### config.mk
export PLATFORM = sky130hd
export DESIGN_NAME = dslk_lock_fsm
export DESIGN_NICKNAME = d
export VERILOG_FILES = /design/src/design/dslk_pkg.sv /design/src/design/dslk_lock_fsm.sv
export VERILOG_INCLUDE_DIRS = /design/src /design/src/design
export SDC_FILE = /design/constraint.sdc
export NUM_CORES = 1
export LEC_CHECK = 0
export BUFFER_PORTS_ARGS = -buffer_cell sky130_fd_sc_hd__buf_2
export CAP_MARGIN = 20
export CORE_MARGIN = 2
export CORE_UTILIZATION = 43
export DETAILED_ROUTE_END_ITERATION = 8
export MAX_ROUTING_LAYER = met4
export PLACE_DENSITY = 0.76
export SETUP_SLACK_MARGIN = 0.3
export SYNTH_ARGS = -nofsm -noshare
export SYNTH_HDL_FRONTEND = slang
export SYNTH_SLANG_ARGS = --single-unit
### constraint.sdc
create_clock -name clk -period 2.55 [get_ports clk]
set_clock_uncertainty 0.1 [all_clocks]
set_input_delay 0.1275 -clock clk [delete_from_list [all_inputs] [get_ports clk]]
set_output_delay 0.1275 -clock clk [all_outputs]
set_load 0.05 [all_outputs]
### src/design/dslk_defines.svh
// Opcodes, sanitize subcommands, status codes and limits of the drive security lock
`ifndef DSLK_DEFINES_SVH
`define DSLK_DEFINES_SVH
// Security command opcodes
`define DSLK_OP_SET_PW        8'hf1
`define DSLK_OP_UNLOCK        8'hf2
`define DSLK_OP_ERASE_PREP    8'hf3
`define DSLK_OP_ERASE_UNIT    8'hf4
`define DSLK_OP_FREEZE        8'hf5
`define DSLK_OP_DISABLE_PW    8'hf6
// Media reads
`define DSLK_OP_RD_SEC        8'h20
`define DSLK_OP_RD_SEC_EXT    8'h24
`define DSLK_OP_RD_DMA_EXT    8'h25
`define DSLK_OP_RD_MULT_EXT   8'h29
`define DSLK_OP_RD_STRM_DMA   8'h2a
`define DSLK_OP_RD_STRM       8'h2b
`define DSLK_OP_RD_VFY        8'h40
`define DSLK_OP_RD_VFY_EXT    8'h42
`define DSLK_OP_RD_FPDMA      8'h60
`define DSLK_OP_RD_MULT       8'hc4
`define DSLK_OP_RD_DMA        8'hc8
// Media writes
`define DSLK_OP_WR_SEC        8'h30
`define DSLK_OP_WR_SEC_EXT    8'h34
`define DSLK_OP_WR_DMA_EXT    8'h35
`define DSLK_OP_WR_MULT_EXT   8'h39
`define DSLK_OP_WR_STRM_DMA   8'h3a
`define DSLK_OP_WR_STRM       8'h3b
`define DSLK_OP_WR_DMA_FUA    8'h3d
`define DSLK_OP_WR_LOG_EXT    8'h3f
`define DSLK_OP_WR_UNC_EXT    8'h45
`define DSLK_OP_WR_LOG_DMA    8'h57
`define DSLK_OP_WR_FPDMA      8'h61
`define DSLK_OP_WR_MULT       8'hc5
`define DSLK_OP_WR_DMA        8'hca
`define DSLK_OP_WR_MULT_FUA   8'hce
// Configuration and maintenance
`define DSLK_OP_CFG_STREAM    8'h51
`define DSLK_OP_NCQ_NODATA    8'h63
`define DSLK_OP_DL_UCODE      8'h92
`define DSLK_OP_DL_UCODE_DMA  8'h93
`define DSLK_OP_DEV_CFG       8'hb1
`define DSLK_OP_SANITIZE      8'hb4
`define DSLK_OP_FLUSH         8'he7
`define DSLK_OP_FLUSH_EXT     8'hea
`define DSLK_OP_SET_MAX       8'hf9
`define DSLK_OP_SET_MAX_EXT   8'h37
`define DSLK_OP_TRUST_RCV     8'h5c
`define DSLK_OP_TRUST_RCV_DMA 8'h5d
`define DSLK_OP_TRUST_SND     8'h5e
`define DSLK_OP_TRUST_SND_DMA 8'h5f
// Sanitize subcommands carried in the feature byte
`define DSLK_SAN_CRYPTO       8'h11
`define DSLK_SAN_OVERWRITE    8'h14
`define DSLK_SAN_FREEZE       8'h20
// Status and error bytes
`define DSLK_STAT_OK          8'h50
`define DSLK_STAT_ERR         8'h51
`define DSLK_ERR_ABORT        8'h04
// Master revision code limits and shipped default
`define DSLK_REV_MIN          16'h0001
`define DSLK_REV_MAX          16'hfffe
`define DSLK_REV_DEFAULT      16'hfffe
// Mismatch limit and identify word 128 fields
`define DSLK_ATTEMPT_LIMIT    3'h5
`define DSLK_W128_SUPPORTED   0
`define DSLK_W128_ENABLED     1
`define DSLK_W128_LOCKED      2
`define DSLK_W128_FROZEN      3
`define DSLK_W128_EXPIRED     4
`define DSLK_W128_LEVEL_MAX   8
`endif

### src/design/dslk_pkg.sv
// Types of the drive security lock state machine
package dslk_pkg;
	// Security mode, one-hot
	typedef enum logic [2:0] {
		DSLK_LOCKED   = 3'b001,
		DSLK_UNLOCKED = 3'b010,
		DSLK_FROZEN   = 3'b100
	} dslk_mode_t;

	// Command as handed over by the command decoder
	typedef struct packed {
		logic        valid;
		logic [7:0]  opcode;
		logic [7:0]  feature;
		logic        pw_master;
		logic        pw_match;
		logic        level_max;
		logic [15:0] rev_code;
	} dslk_cmd_t;

	// Verdict on one command
	typedef struct packed {
		logic       done;
		logic       execute;
		logic       aborted;
		logic       erase_start;
		logic [7:0] status;
		logic [7:0] error;
	} dslk_rsp_t;
endpackage

### src/design/dslk_lock_fsm.sv
// Security lock state machine and command gate of the drive front end
`timescale 1ns/10ps
`include "dslk_defines.svh"

module dslk_lock_fsm (
	input  wire logic              clk,
	input  wire logic              rst_n,
	input  wire dslk_pkg::dslk_cmd_t cmd,
	input  wire logic              tcg_active,
	input  wire logic              nv_lock_en,
	input  wire logic              nv_level_max,
	input  wire logic [15:0]       nv_master_rev,
	output dslk_pkg::dslk_rsp_t    rsp,
	output dslk_pkg::dslk_mode_t   mode,
	output logic                   lock_en,
	output logic                   level_max,
	output logic [15:0]            id_word92,
	output logic [15:0]            id_word128
);

	// Command class decode
	logic is_sec;
	logic is_lock_gated;
	logic is_erase_unit;

	// Security commands by opcode
	always_comb begin
		is_sec        = 1'b0;
		is_erase_unit = 1'b0;
		unique case (cmd.opcode)
			`DSLK_OP_SET_PW, `DSLK_OP_UNLOCK, `DSLK_OP_ERASE_PREP: begin
				is_sec = 1'b1;
			end
			`DSLK_OP_ERASE_UNIT: begin
				is_sec        = 1'b1;
				is_erase_unit = 1'b1;
			end
			`DSLK_OP_FREEZE, `DSLK_OP_DISABLE_PW: begin
				is_sec = 1'b1;
			end
			default: begin
				is_sec = 1'b0;
			end
		endcase
	end

	// Commands refused only in locked mode; any other non-security command always runs
	always_comb begin
		is_lock_gated = 1'b0;
		unique case (cmd.opcode)
			`DSLK_OP_RD_SEC, `DSLK_OP_RD_SEC_EXT, `DSLK_OP_RD_DMA, `DSLK_OP_RD_DMA_EXT,
			`DSLK_OP_RD_MULT, `DSLK_OP_RD_MULT_EXT, `DSLK_OP_RD_FPDMA, `DSLK_OP_RD_STRM,
			`DSLK_OP_RD_STRM_DMA, `DSLK_OP_RD_VFY, `DSLK_OP_RD_VFY_EXT: begin
				is_lock_gated = 1'b1;
			end
			`DSLK_OP_WR_SEC, `DSLK_OP_WR_SEC_EXT, `DSLK_OP_WR_DMA, `DSLK_OP_WR_DMA_EXT,
			`DSLK_OP_WR_MULT, `DSLK_OP_WR_MULT_EXT, `DSLK_OP_WR_MULT_FUA, `DSLK_OP_WR_DMA_FUA,
			`DSLK_OP_WR_FPDMA, `DSLK_OP_WR_STRM, `DSLK_OP_WR_STRM_DMA, `DSLK_OP_WR_UNC_EXT,
			`DSLK_OP_WR_LOG_EXT, `DSLK_OP_WR_LOG_DMA: begin
				is_lock_gated = 1'b1;
			end
			`DSLK_OP_CFG_STREAM, `DSLK_OP_NCQ_NODATA, `DSLK_OP_DL_UCODE, `DSLK_OP_DL_UCODE_DMA,
			`DSLK_OP_DEV_CFG, `DSLK_OP_FLUSH, `DSLK_OP_FLUSH_EXT: begin
				is_lock_gated = 1'b1;
			end
			`DSLK_OP_SET_MAX, `DSLK_OP_SET_MAX_EXT, `DSLK_OP_TRUST_RCV, `DSLK_OP_TRUST_RCV_DMA,
			`DSLK_OP_TRUST_SND, `DSLK_OP_TRUST_SND_DMA: begin
				is_lock_gated = 1'b1;
			end
			`DSLK_OP_SANITIZE: begin
				// Sanitize status stays open so a locked drive can still report
				is_lock_gated = (cmd.feature == `DSLK_SAN_CRYPTO) ||
				                (cmd.feature == `DSLK_SAN_OVERWRITE) ||
				                (cmd.feature == `DSLK_SAN_FREEZE);
			end
			default: begin
				is_lock_gated = 1'b0;
			end
		endcase
	end

	// Security state
	dslk_pkg::dslk_mode_t mode_r, mode_nxt;
	logic        lock_en_r, lock_en_nxt;
	logic        level_max_r, level_max_nxt;
	logic [15:0] master_rev_r, master_rev_nxt;
	logic [2:0]  miss_cnt_r, miss_cnt_nxt;
	logic        expired_r, expired_nxt;
	logic        erase_armed_r, erase_armed_nxt;
	dslk_pkg::dslk_rsp_t rsp_r, rsp_nxt;

	// Working terms of the current command
	logic mode_abort;
	logic sec_ok;
	logic pw_fail;

	// Next state of mode, passwords, counter and verdict
	always_comb begin
		mode_nxt        = mode_r;
		lock_en_nxt     = lock_en_r;
		level_max_nxt   = level_max_r;
		master_rev_nxt  = master_rev_r;
		miss_cnt_nxt    = miss_cnt_r;
		expired_nxt     = expired_r;
		erase_armed_nxt = erase_armed_r;
		rsp_nxt         = '0;
		mode_abort      = 1'b0;
		sec_ok          = 1'b0;
		pw_fail         = 1'b0;
		if (cmd.valid) begin
			// Erase unit must follow erase prepare directly
			erase_armed_nxt = 1'b0;
			if (is_sec) begin
				if (tcg_active) begin
					mode_abort = 1'b1;
				end else begin
					unique case (cmd.opcode)
						`DSLK_OP_SET_PW: begin
							mode_abort = (mode_r != dslk_pkg::DSLK_UNLOCKED);
							if (!mode_abort && cmd.pw_master) begin
								// Out-of-range codes leave the stored revision as it was
								if (cmd.rev_code >= `DSLK_REV_MIN && cmd.rev_code <= `DSLK_REV_MAX) begin
									master_rev_nxt = cmd.rev_code;
								end
							end else if (!mode_abort) begin
								lock_en_nxt   = 1'b1;
								level_max_nxt = cmd.level_max;
							end
						end
						`DSLK_OP_UNLOCK: begin
							// Match covers user or master; the level decides whether master may open
							mode_abort = (mode_r == dslk_pkg::DSLK_FROZEN) || expired_r;
							if (!mode_abort && cmd.pw_master && level_max_r) begin
								mode_abort = 1'b1;
							end else if (!mode_abort && cmd.pw_match) begin
								sec_ok   = 1'b1;
								mode_nxt = dslk_pkg::DSLK_UNLOCKED;
							end else if (!mode_abort) begin
								pw_fail = 1'b1;
							end
						end
						`DSLK_OP_ERASE_PREP: begin
							mode_abort = (mode_r == dslk_pkg::DSLK_FROZEN);
							erase_armed_nxt = !mode_abort;
						end
						`DSLK_OP_ERASE_UNIT: begin
							// Only way back for a master password at maximum level; data goes with it
							mode_abort = (mode_r == dslk_pkg::DSLK_FROZEN) || expired_r || !erase_armed_r;
							if (!mode_abort && cmd.pw_match) begin
								sec_ok      = 1'b1;
								mode_nxt    = dslk_pkg::DSLK_UNLOCKED;
								lock_en_nxt = 1'b0;
							end else if (!mode_abort) begin
								pw_fail = 1'b1;
							end
						end
						`DSLK_OP_FREEZE: begin
							mode_abort = (mode_r == dslk_pkg::DSLK_LOCKED);
							if (!mode_abort) begin
								mode_nxt = dslk_pkg::DSLK_FROZEN;
							end
						end
						`DSLK_OP_DISABLE_PW: begin
							mode_abort = (mode_r != dslk_pkg::DSLK_UNLOCKED);
							if (!mode_abort && cmd.pw_match) begin
								lock_en_nxt = 1'b0;
							end else if (!mode_abort) begin
								mode_abort = 1'b1;
							end
						end
						default: begin
							mode_abort = 1'b1;
						end
					endcase
				end
			end else begin
				mode_abort = is_lock_gated && (mode_r == dslk_pkg::DSLK_LOCKED);
			end
			// Mismatch counter saturates at the limit
			if (pw_fail && !expired_r) begin
				miss_cnt_nxt = 3'(miss_cnt_r + 3'h1);
				expired_nxt  = (miss_cnt_nxt == `DSLK_ATTEMPT_LIMIT);
			end
			// Verdict; a failed compare answers aborted just like a gated command
			rsp_nxt.done        = 1'b1;
			rsp_nxt.aborted     = mode_abort || pw_fail;
			rsp_nxt.execute     = !(mode_abort || pw_fail);
			rsp_nxt.erase_start = sec_ok && is_erase_unit;
			rsp_nxt.status      = (mode_abort || pw_fail) ? `DSLK_STAT_ERR : `DSLK_STAT_OK;
			rsp_nxt.error       = (mode_abort || pw_fail) ? `DSLK_ERR_ABORT : 8'h00;
		end
	end

	// Registers; reset loads the persisted lock setup
	always_ff @(posedge clk) begin
		if (!rst_n) begin
			mode_r        <= nv_lock_en ? dslk_pkg::DSLK_LOCKED : dslk_pkg::DSLK_UNLOCKED;
			lock_en_r     <= nv_lock_en;
			level_max_r   <= nv_level_max;
			master_rev_r  <= (nv_master_rev >= `DSLK_REV_MIN && nv_master_rev <= `DSLK_REV_MAX) ?
			                 nv_master_rev : `DSLK_REV_DEFAULT;
			miss_cnt_r    <= 3'h0;
			expired_r     <= 1'b0;
			erase_armed_r <= 1'b0;
			rsp_r         <= '0;
		end else begin
			mode_r        <= mode_nxt;
			lock_en_r     <= lock_en_nxt;
			level_max_r   <= level_max_nxt;
			master_rev_r  <= master_rev_nxt;
			miss_cnt_r    <= miss_cnt_nxt;
			expired_r     <= expired_nxt;
			erase_armed_r <= erase_armed_nxt;
			rsp_r         <= rsp_nxt;
		end
	end

	// Identify words and state outputs, all from flip-flops
	always_comb begin
		id_word128                       = 16'h0000;
		id_word128[`DSLK_W128_SUPPORTED] = 1'b1;
		id_word128[`DSLK_W128_ENABLED]   = lock_en_r;
		id_word128[`DSLK_W128_LOCKED]    = (mode_r == dslk_pkg::DSLK_LOCKED);
		id_word128[`DSLK_W128_FROZEN]    = (mode_r == dslk_pkg::DSLK_FROZEN);
		id_word128[`DSLK_W128_EXPIRED]   = expired_r;
		id_word128[`DSLK_W128_LEVEL_MAX] = level_max_r;
	end

	assign id_word92 = master_rev_r;
	assign rsp       = rsp_r;
	assign mode      = mode_r;
	assign lock_en   = lock_en_r;
	assign level_max = level_max_r;
endmodule

Yosys cells after proc, flatten, opt, wreduce, memory -nomap -nowiden
Index checks and enable logic that the tools add are counted.
Word-level totals
  logic and storage cells: 183
  bits of input ports: 57
  output and inout bits: 57
  register bits: 46
Cells by class
  mux-type cells: 65
  reduce and logical (&&, ||, !) cells: 31
  equality and inequality tests: 69
  add/subtract/negate cells: 1
  order comparisons: 4
Operator list (number)
  8-bit == test (second input constant): 18
  8-bit by 6-bit == test with 1-bit output (second input constant): 16
  16-bit 2-to-1 mux: 8
  8-bit by 7-bit == test with 1-bit output (second input constant): 12
  1-bit 2-to-1 mux: 40
  38-bit OR reduction: 1
  16-bit by 1-bit >= comparator with 1-bit output (second input constant): 2
  16-bit less-or-equal comparator (second input constant): 2
  3-bit 2-to-1 mux: 9
  3-bit != test (second input constant): 7
  20-bit 2-to-1 mux: 1
  8-bit by 5-bit == test with 1-bit output (second input constant): 2
  8-bit AND reduction: 2
  6-bit AND reduction: 2
  1-bit logical AND: 11
  2-bit by 1-bit != test with 1-bit output (second input constant): 5
  3-bit one-hot mux with 3 select lines: 1
  4-bit by 1-bit != test with 1-bit output (second input constant): 2
  1-bit zero test: 7
  3-bit == test (second input constant): 2
  2-bit != test (second input constant): 3
  1-bit one-hot mux with 2 select lines: 3
  1-bit one-hot mux with 6 select lines: 1
  6-bit OR reduction: 1
  other kinds (7): 12

Depth between registers and ports, before layout
  depth after elaboration: 13
  depth in mapped cells: 8

Least setup slack after synthesis
No wires, ideal clock.
  path type: reg-to-reg
  from: register mode_r[0] (netlist: mode[0])
  to: register rsp_r (netlist bit rsp[18])
  path slack: -535 ps
  arrival: 2870 ps
  required time: 2335 ps
  stages on the path, launching flop included: 6
  cells stage by stage: edfxtp_1 nor3b_1 a22oi_1 o211ai_1 o32ai_1 o21a_1
RTL lines
  start: declaration: line dslk_lock_fsm.sv:83  | dslk_pkg::dslk_mode_t mode_r, mode_nxt;
  start signal: assignment: line dslk_lock_fsm.sv:197  | mode_r <= nv_lock_en ? dslk_pkg::DSLK_LOCKED : dslk_pkg::DSLK_UNLOCKED;
  start signal: assignment: line dslk_lock_fsm.sv:207  | mode_r <= mode_nxt;
  3-bit by 1-bit == test with 1-bit output (*)
  named net id_word128[2]: line dslk_lock_fsm.sv:18  | output logic [15:0] id_word128
  1-bit one-hot mux with 6 select lines: line dslk_lock_fsm.sv:117  | unique case (cmd.opcode)
  1-bit 2-to-1 mux: line dslk_lock_fsm.sv:114  | if (tcg_active) begin
  1-bit 2-to-1 mux (*): line dslk_lock_fsm.sv:113  | if (is_sec) begin
  1-bit 2-to-1 mux (*): line dslk_lock_fsm.sv:110  | if (cmd.valid) begin
  1-bit logical OR (*): line dslk_lock_fsm.sv:187  | rsp_nxt.execute = !(mode_abort || pw_fail);
  1-bit zero test (*): line dslk_lock_fsm.sv:187
  end signal: assignment: line dslk_lock_fsm.sv:214  | rsp_r <= rsp_nxt;
  end: declaration: line dslk_lock_fsm.sv:90  | dslk_pkg::dslk_rsp_t rsp_r, rsp_nxt;
Mark *: on every way through the listed nets, which the timed path passes. The rest lies on a longest branch. The select of a mux whose other input is x is not followed.
A chain may end at the register's enable or synchronous reset.

Worst setup path after layout
  from: register mode_r[2] (netlist: mode[2])
  to: register miss_cnt_r[1]
Between the ends
  cells in the longest elaborated chain, start to end: 12
Ends and longest elaborated chain
  3-bit == test (*): line dslk_lock_fsm.sv:132, dslk_lock_fsm.sv:148
  1-bit logical OR (*): line dslk_lock_fsm.sv:132, dslk_lock_fsm.sv:148
  1-bit zero test or 1-bit logical OR (tied branches)
  1-bit logical AND (tied with other cells): line dslk_lock_fsm.sv:135  | end else if (!mode_abort && cmd.pw_match) begin
  1-bit 2-to-1 mux (tied with other cells): line dslk_lock_fsm.sv:135
  1-bit 2-to-1 mux, on equally long branches: line dslk_lock_fsm.sv:133, dslk_lock_fsm.sv:149
  1-bit one-hot mux with 2 select lines (*): line dslk_lock_fsm.sv:117
  1-bit 2-to-1 mux (*): line dslk_lock_fsm.sv:114
  1-bit 2-to-1 mux (*): line dslk_lock_fsm.sv:113
  1-bit 2-to-1 mux (*): line dslk_lock_fsm.sv:110
  1-bit logical AND (*): line dslk_lock_fsm.sv:180  | if (pw_fail && !expired_r) begin
  2-bit AND reduction (no source line) (*)
  end signal: assignment: line dslk_lock_fsm.sv:211  | miss_cnt_r <= miss_cnt_nxt;
  end: declaration: line dslk_lock_fsm.sv:87  | logic [2:0] miss_cnt_r, miss_cnt_nxt;
Every way passes the cells marked *; elsewhere a longest branch is shown, timed or not. The select of a mux whose other input is x is not followed.

==> out/qor.txt <==
Total Negative Setup Slacks: 0 ns
Total Power: 1.41 mW
Post-Synth Simple-Gate Area: 28.5%
fin crit share: 86.1%
status: finished, final reports clean
Hold-fix buffers, CTS: 0
crit start category: flop
RSZ-0062 raised after global routing: yes
Achievable Freq: 455 MHz
DRT iter0 DRCs: 156
Final GP Congestion: 0.993
global-route wire length before repair: 9360 um
CP max FO: 5
ranking of synthesized cells by area: edfxtp_1, buf_4, dfxtp_1
Worst Setup End Kind: flop
total global-route track usage: 19.5%
top cell type's share of synthesized area: 26.2%
Hold/Removal Path Class: in2reg
r2r setup slk: 0.35 ns
# diodes: 0
hpwl dp: 4540 um
final WL: 6010 um
Slew Limit Fails: 0
PwrDens: 483 nW/um2
count of different cell masters after synthesis: 57
CP Cell Sequence: or3b_4 > clkinvlp_4 > or4_4 > a211oi_4 > and3_4 > mux2i_1 > nor2b_1
leak pwr: 1.30 nW
DP Cell Count: 436
die span in x: 78.7 um
Sinks on Clock Net: 31
post-route minimum period: 2.20 ns
# Max-Cap Violations: 0
Yosys top cell by area: edfxtp_1
EDFF count, synth: 21
Slowest-stage cell, CP: or4_4
final core utilization: 53.6%
Congestion Overflow GR: 0
Yosys reg bits: 31
largest net degree at the start of global routing: 34
crit-path max cell delay: 0.45 ns
per-cell routed wire length: 13.4 um
pre-CTS setup slack: 0.189 ns
Fill cells: 500
die area: 6200 um2
post-synthesis sequential area ratio: 34.6%
Finished Layout Cells: 447
Ys Warns: 0
CTS H-tree lvls: 2
# nets final: 433
Clock Pin Slew Worst Setup and Hold Paths: 0.06 ns
I/O pins: 114
Hold Slack: 0.0479 ns
Post-Layout Inst Area: 2910 um2
clk buf depth: 2
Placed Area: 2800 um2
Compound-Gate Fraction of Synth Area: 16.5%
Top FF cell, synth: edfxtp_1
Critical Path AT: 2.27 ns
syn avg cell area: 8.26 um2
Final Hold Viols: 0
Root Buffer: clkbuf_8
worst hold path cell count: 2
vias post-DR: 2,426
Hold EP: rsp[19]$_SDFF_PN0_
Layout area overhead: 21.3%
Worst-Skew Late Latency: 0.28 ns
largest family of logic cells by synthesized area: simple AND/OR/NAND/NOR gates
post-synthesis xor/xnor area fraction: 1.09%
r2r worst-path depth: 7
Core ar.: 5440 um2
Max VDD drop: 0.000228 V
Async SR Flop Fraction: 0%
Final setup viols: 0
hold path startpoint: cmd[35]
die height: 78.7 um
Starting Density: 44.2%
Crit Path Category: reg2reg
drt drc: 0
cell row count: 27
slew margin rel.: 54.3%
Synth Cell Area: 2400 um2
critical path required time: 2.62 ns
slack of the critical path: 0.354 ns
adder-cell share of the synthesized area: 1.04%
Slew @ Worst Pin: 0.668 ns
Vias/cell: 5.43
RR Endpoint: miss_cnt_r[1]$_SDFFE_PN0P_
antenna violations before repair: 0
layout cells sized above 1: 31.5%
CTS tree: built
FF-to-FF Start: mode[2]$_SDFFCE_PN0P_
multiplexer share of the synthesized area: 2.24%
drt pass-1 iters: 4
vias in the first global route: 1,964
Post-Synthesis Cells: 291
Detail Route Antenna Nets: 0
cts bufs inserted: 5
Port Buf Inserts: 90
## flip-flops by register name, summed over array words and instances (netlist names)
| register | cells |
|---|---|
| erase_armed_r | 1 |
| expired_r | 1 |
| id_word92 | 16 |
| level_max | 1 |
| lock_en | 1 |
| miss_cnt_r | 3 |
| mode | 3 |
| rsp | 5 |
## per-layer routing
| metal | vias to the layer above | track usage, % | share of wire [%] |
|---|---|---|---|
| met5 | - | - | 0 |
| met4 | 0 | 6.67 | 2.0 |
| met3 | 13 | 3.86 | 10 |
| met2 | 157 | 32.2 | 48 |
| met1 | 1089 | 24.0 | 39 |
| li1 | 1167 | - | - |
## critical path, delay by kind of cell, from the launching register on
kind / cells / cell delay, ns
flops: 1 / 0.44
compound gates: 1 / 0.24
buf+inv: 1 / 0.11
simple gates: 4 / 1.05
mux: 1 / 0.18
## how the worst max path moves through the flow
stage                                  to  slack (ns)  cells after the start             startpoint
2_1_floorplan  miss_cnt_r[1]$_SDFFE_PN0P_        -0.1                      8  mode[2]$_SDFFCE_PN0P_
3_3_place_gp   miss_cnt_r[1]$_SDFFE_PN0P_        0.22                      7                cmd[29]
3_5_place_dp   miss_cnt_r[1]$_SDFFE_PN0P_        0.19                      7                cmd[29]
4_1_cts        miss_cnt_r[1]$_SDFFE_PN0P_        0.33                      7  mode[2]$_SDFFCE_PN0P_
5_1_grt        miss_cnt_r[1]$_SDFFE_PN0P_        0.24                      7  mode[2]$_SDFFCE_PN0P_
6_report       miss_cnt_r[1]$_SDFFE_PN0P_        0.35                      7  mode[2]$_SDFFCE_PN0P_
## Yosys cell counts (4+ instances only)
library cell,n
buf_4,29
nor2_1,26
a21oi_1,24
inv_1,24
edfxtp_1,21
nand2_1,14
clkbuf_1,12
nor4_1,12
nand4_1,11
dfxtp_1,10
nand2b_1,9
nor2b_1,9
o21ai_0,7
nand3_1,5
nor3_1,5
nor3b_1,5
and2_1,4
## where the power goes
part           internal [mW]  leakage [nW]  total [mW]  switching (mW)
logic                  0.115         0.966       0.461           0.346
registers              0.575         0.287       0.588          0.0131
clock network          0.191        0.0422       0.359           0.168
total                  0.881          1.30        1.41           0.527
## cells by family after synthesis
logic type | Yosys count
other cells | 2
mux | 5
xor+xnor | 3
fa+ha+maj | 2
buf+inv | 68
flops | 31
compound gates | 60
simple gates | 120
## layout make-up
type / count / area, um2 / share of cell area [%]
inverters: 24 / 93.8 / 3.22
repair buffers: 99 / 515 / 17.7
clock inverters: 1 / 5.00 / 0.172
flip-flops and latches: 31 / 831 / 28.5
multi-input cells: 213 / 1300 / 44.7
well taps: 72 / 90.1 / 3.09
clock buffers: 7 / 76.3 / 2.62
## what timing repair did
item,CTS,global route
buffers inserted,0,2
pin swaps,0,1
endpoints found under the setup margin,1,3
cloned,0,0
resized for setup,1,2
## layout by cell type (no fill, tap or decap), types with 10 or more instances in the layout
cell type,count
nor4_1,12
edfxtp_1,21
nand4_1,11
buf_2,90
a21oi_1,24
conb_1,23
dfxtp_1,10
nor2_1,26
inv_1,23
nand2_1,14
Note: power is estimated with default switching activity, not from simulation.
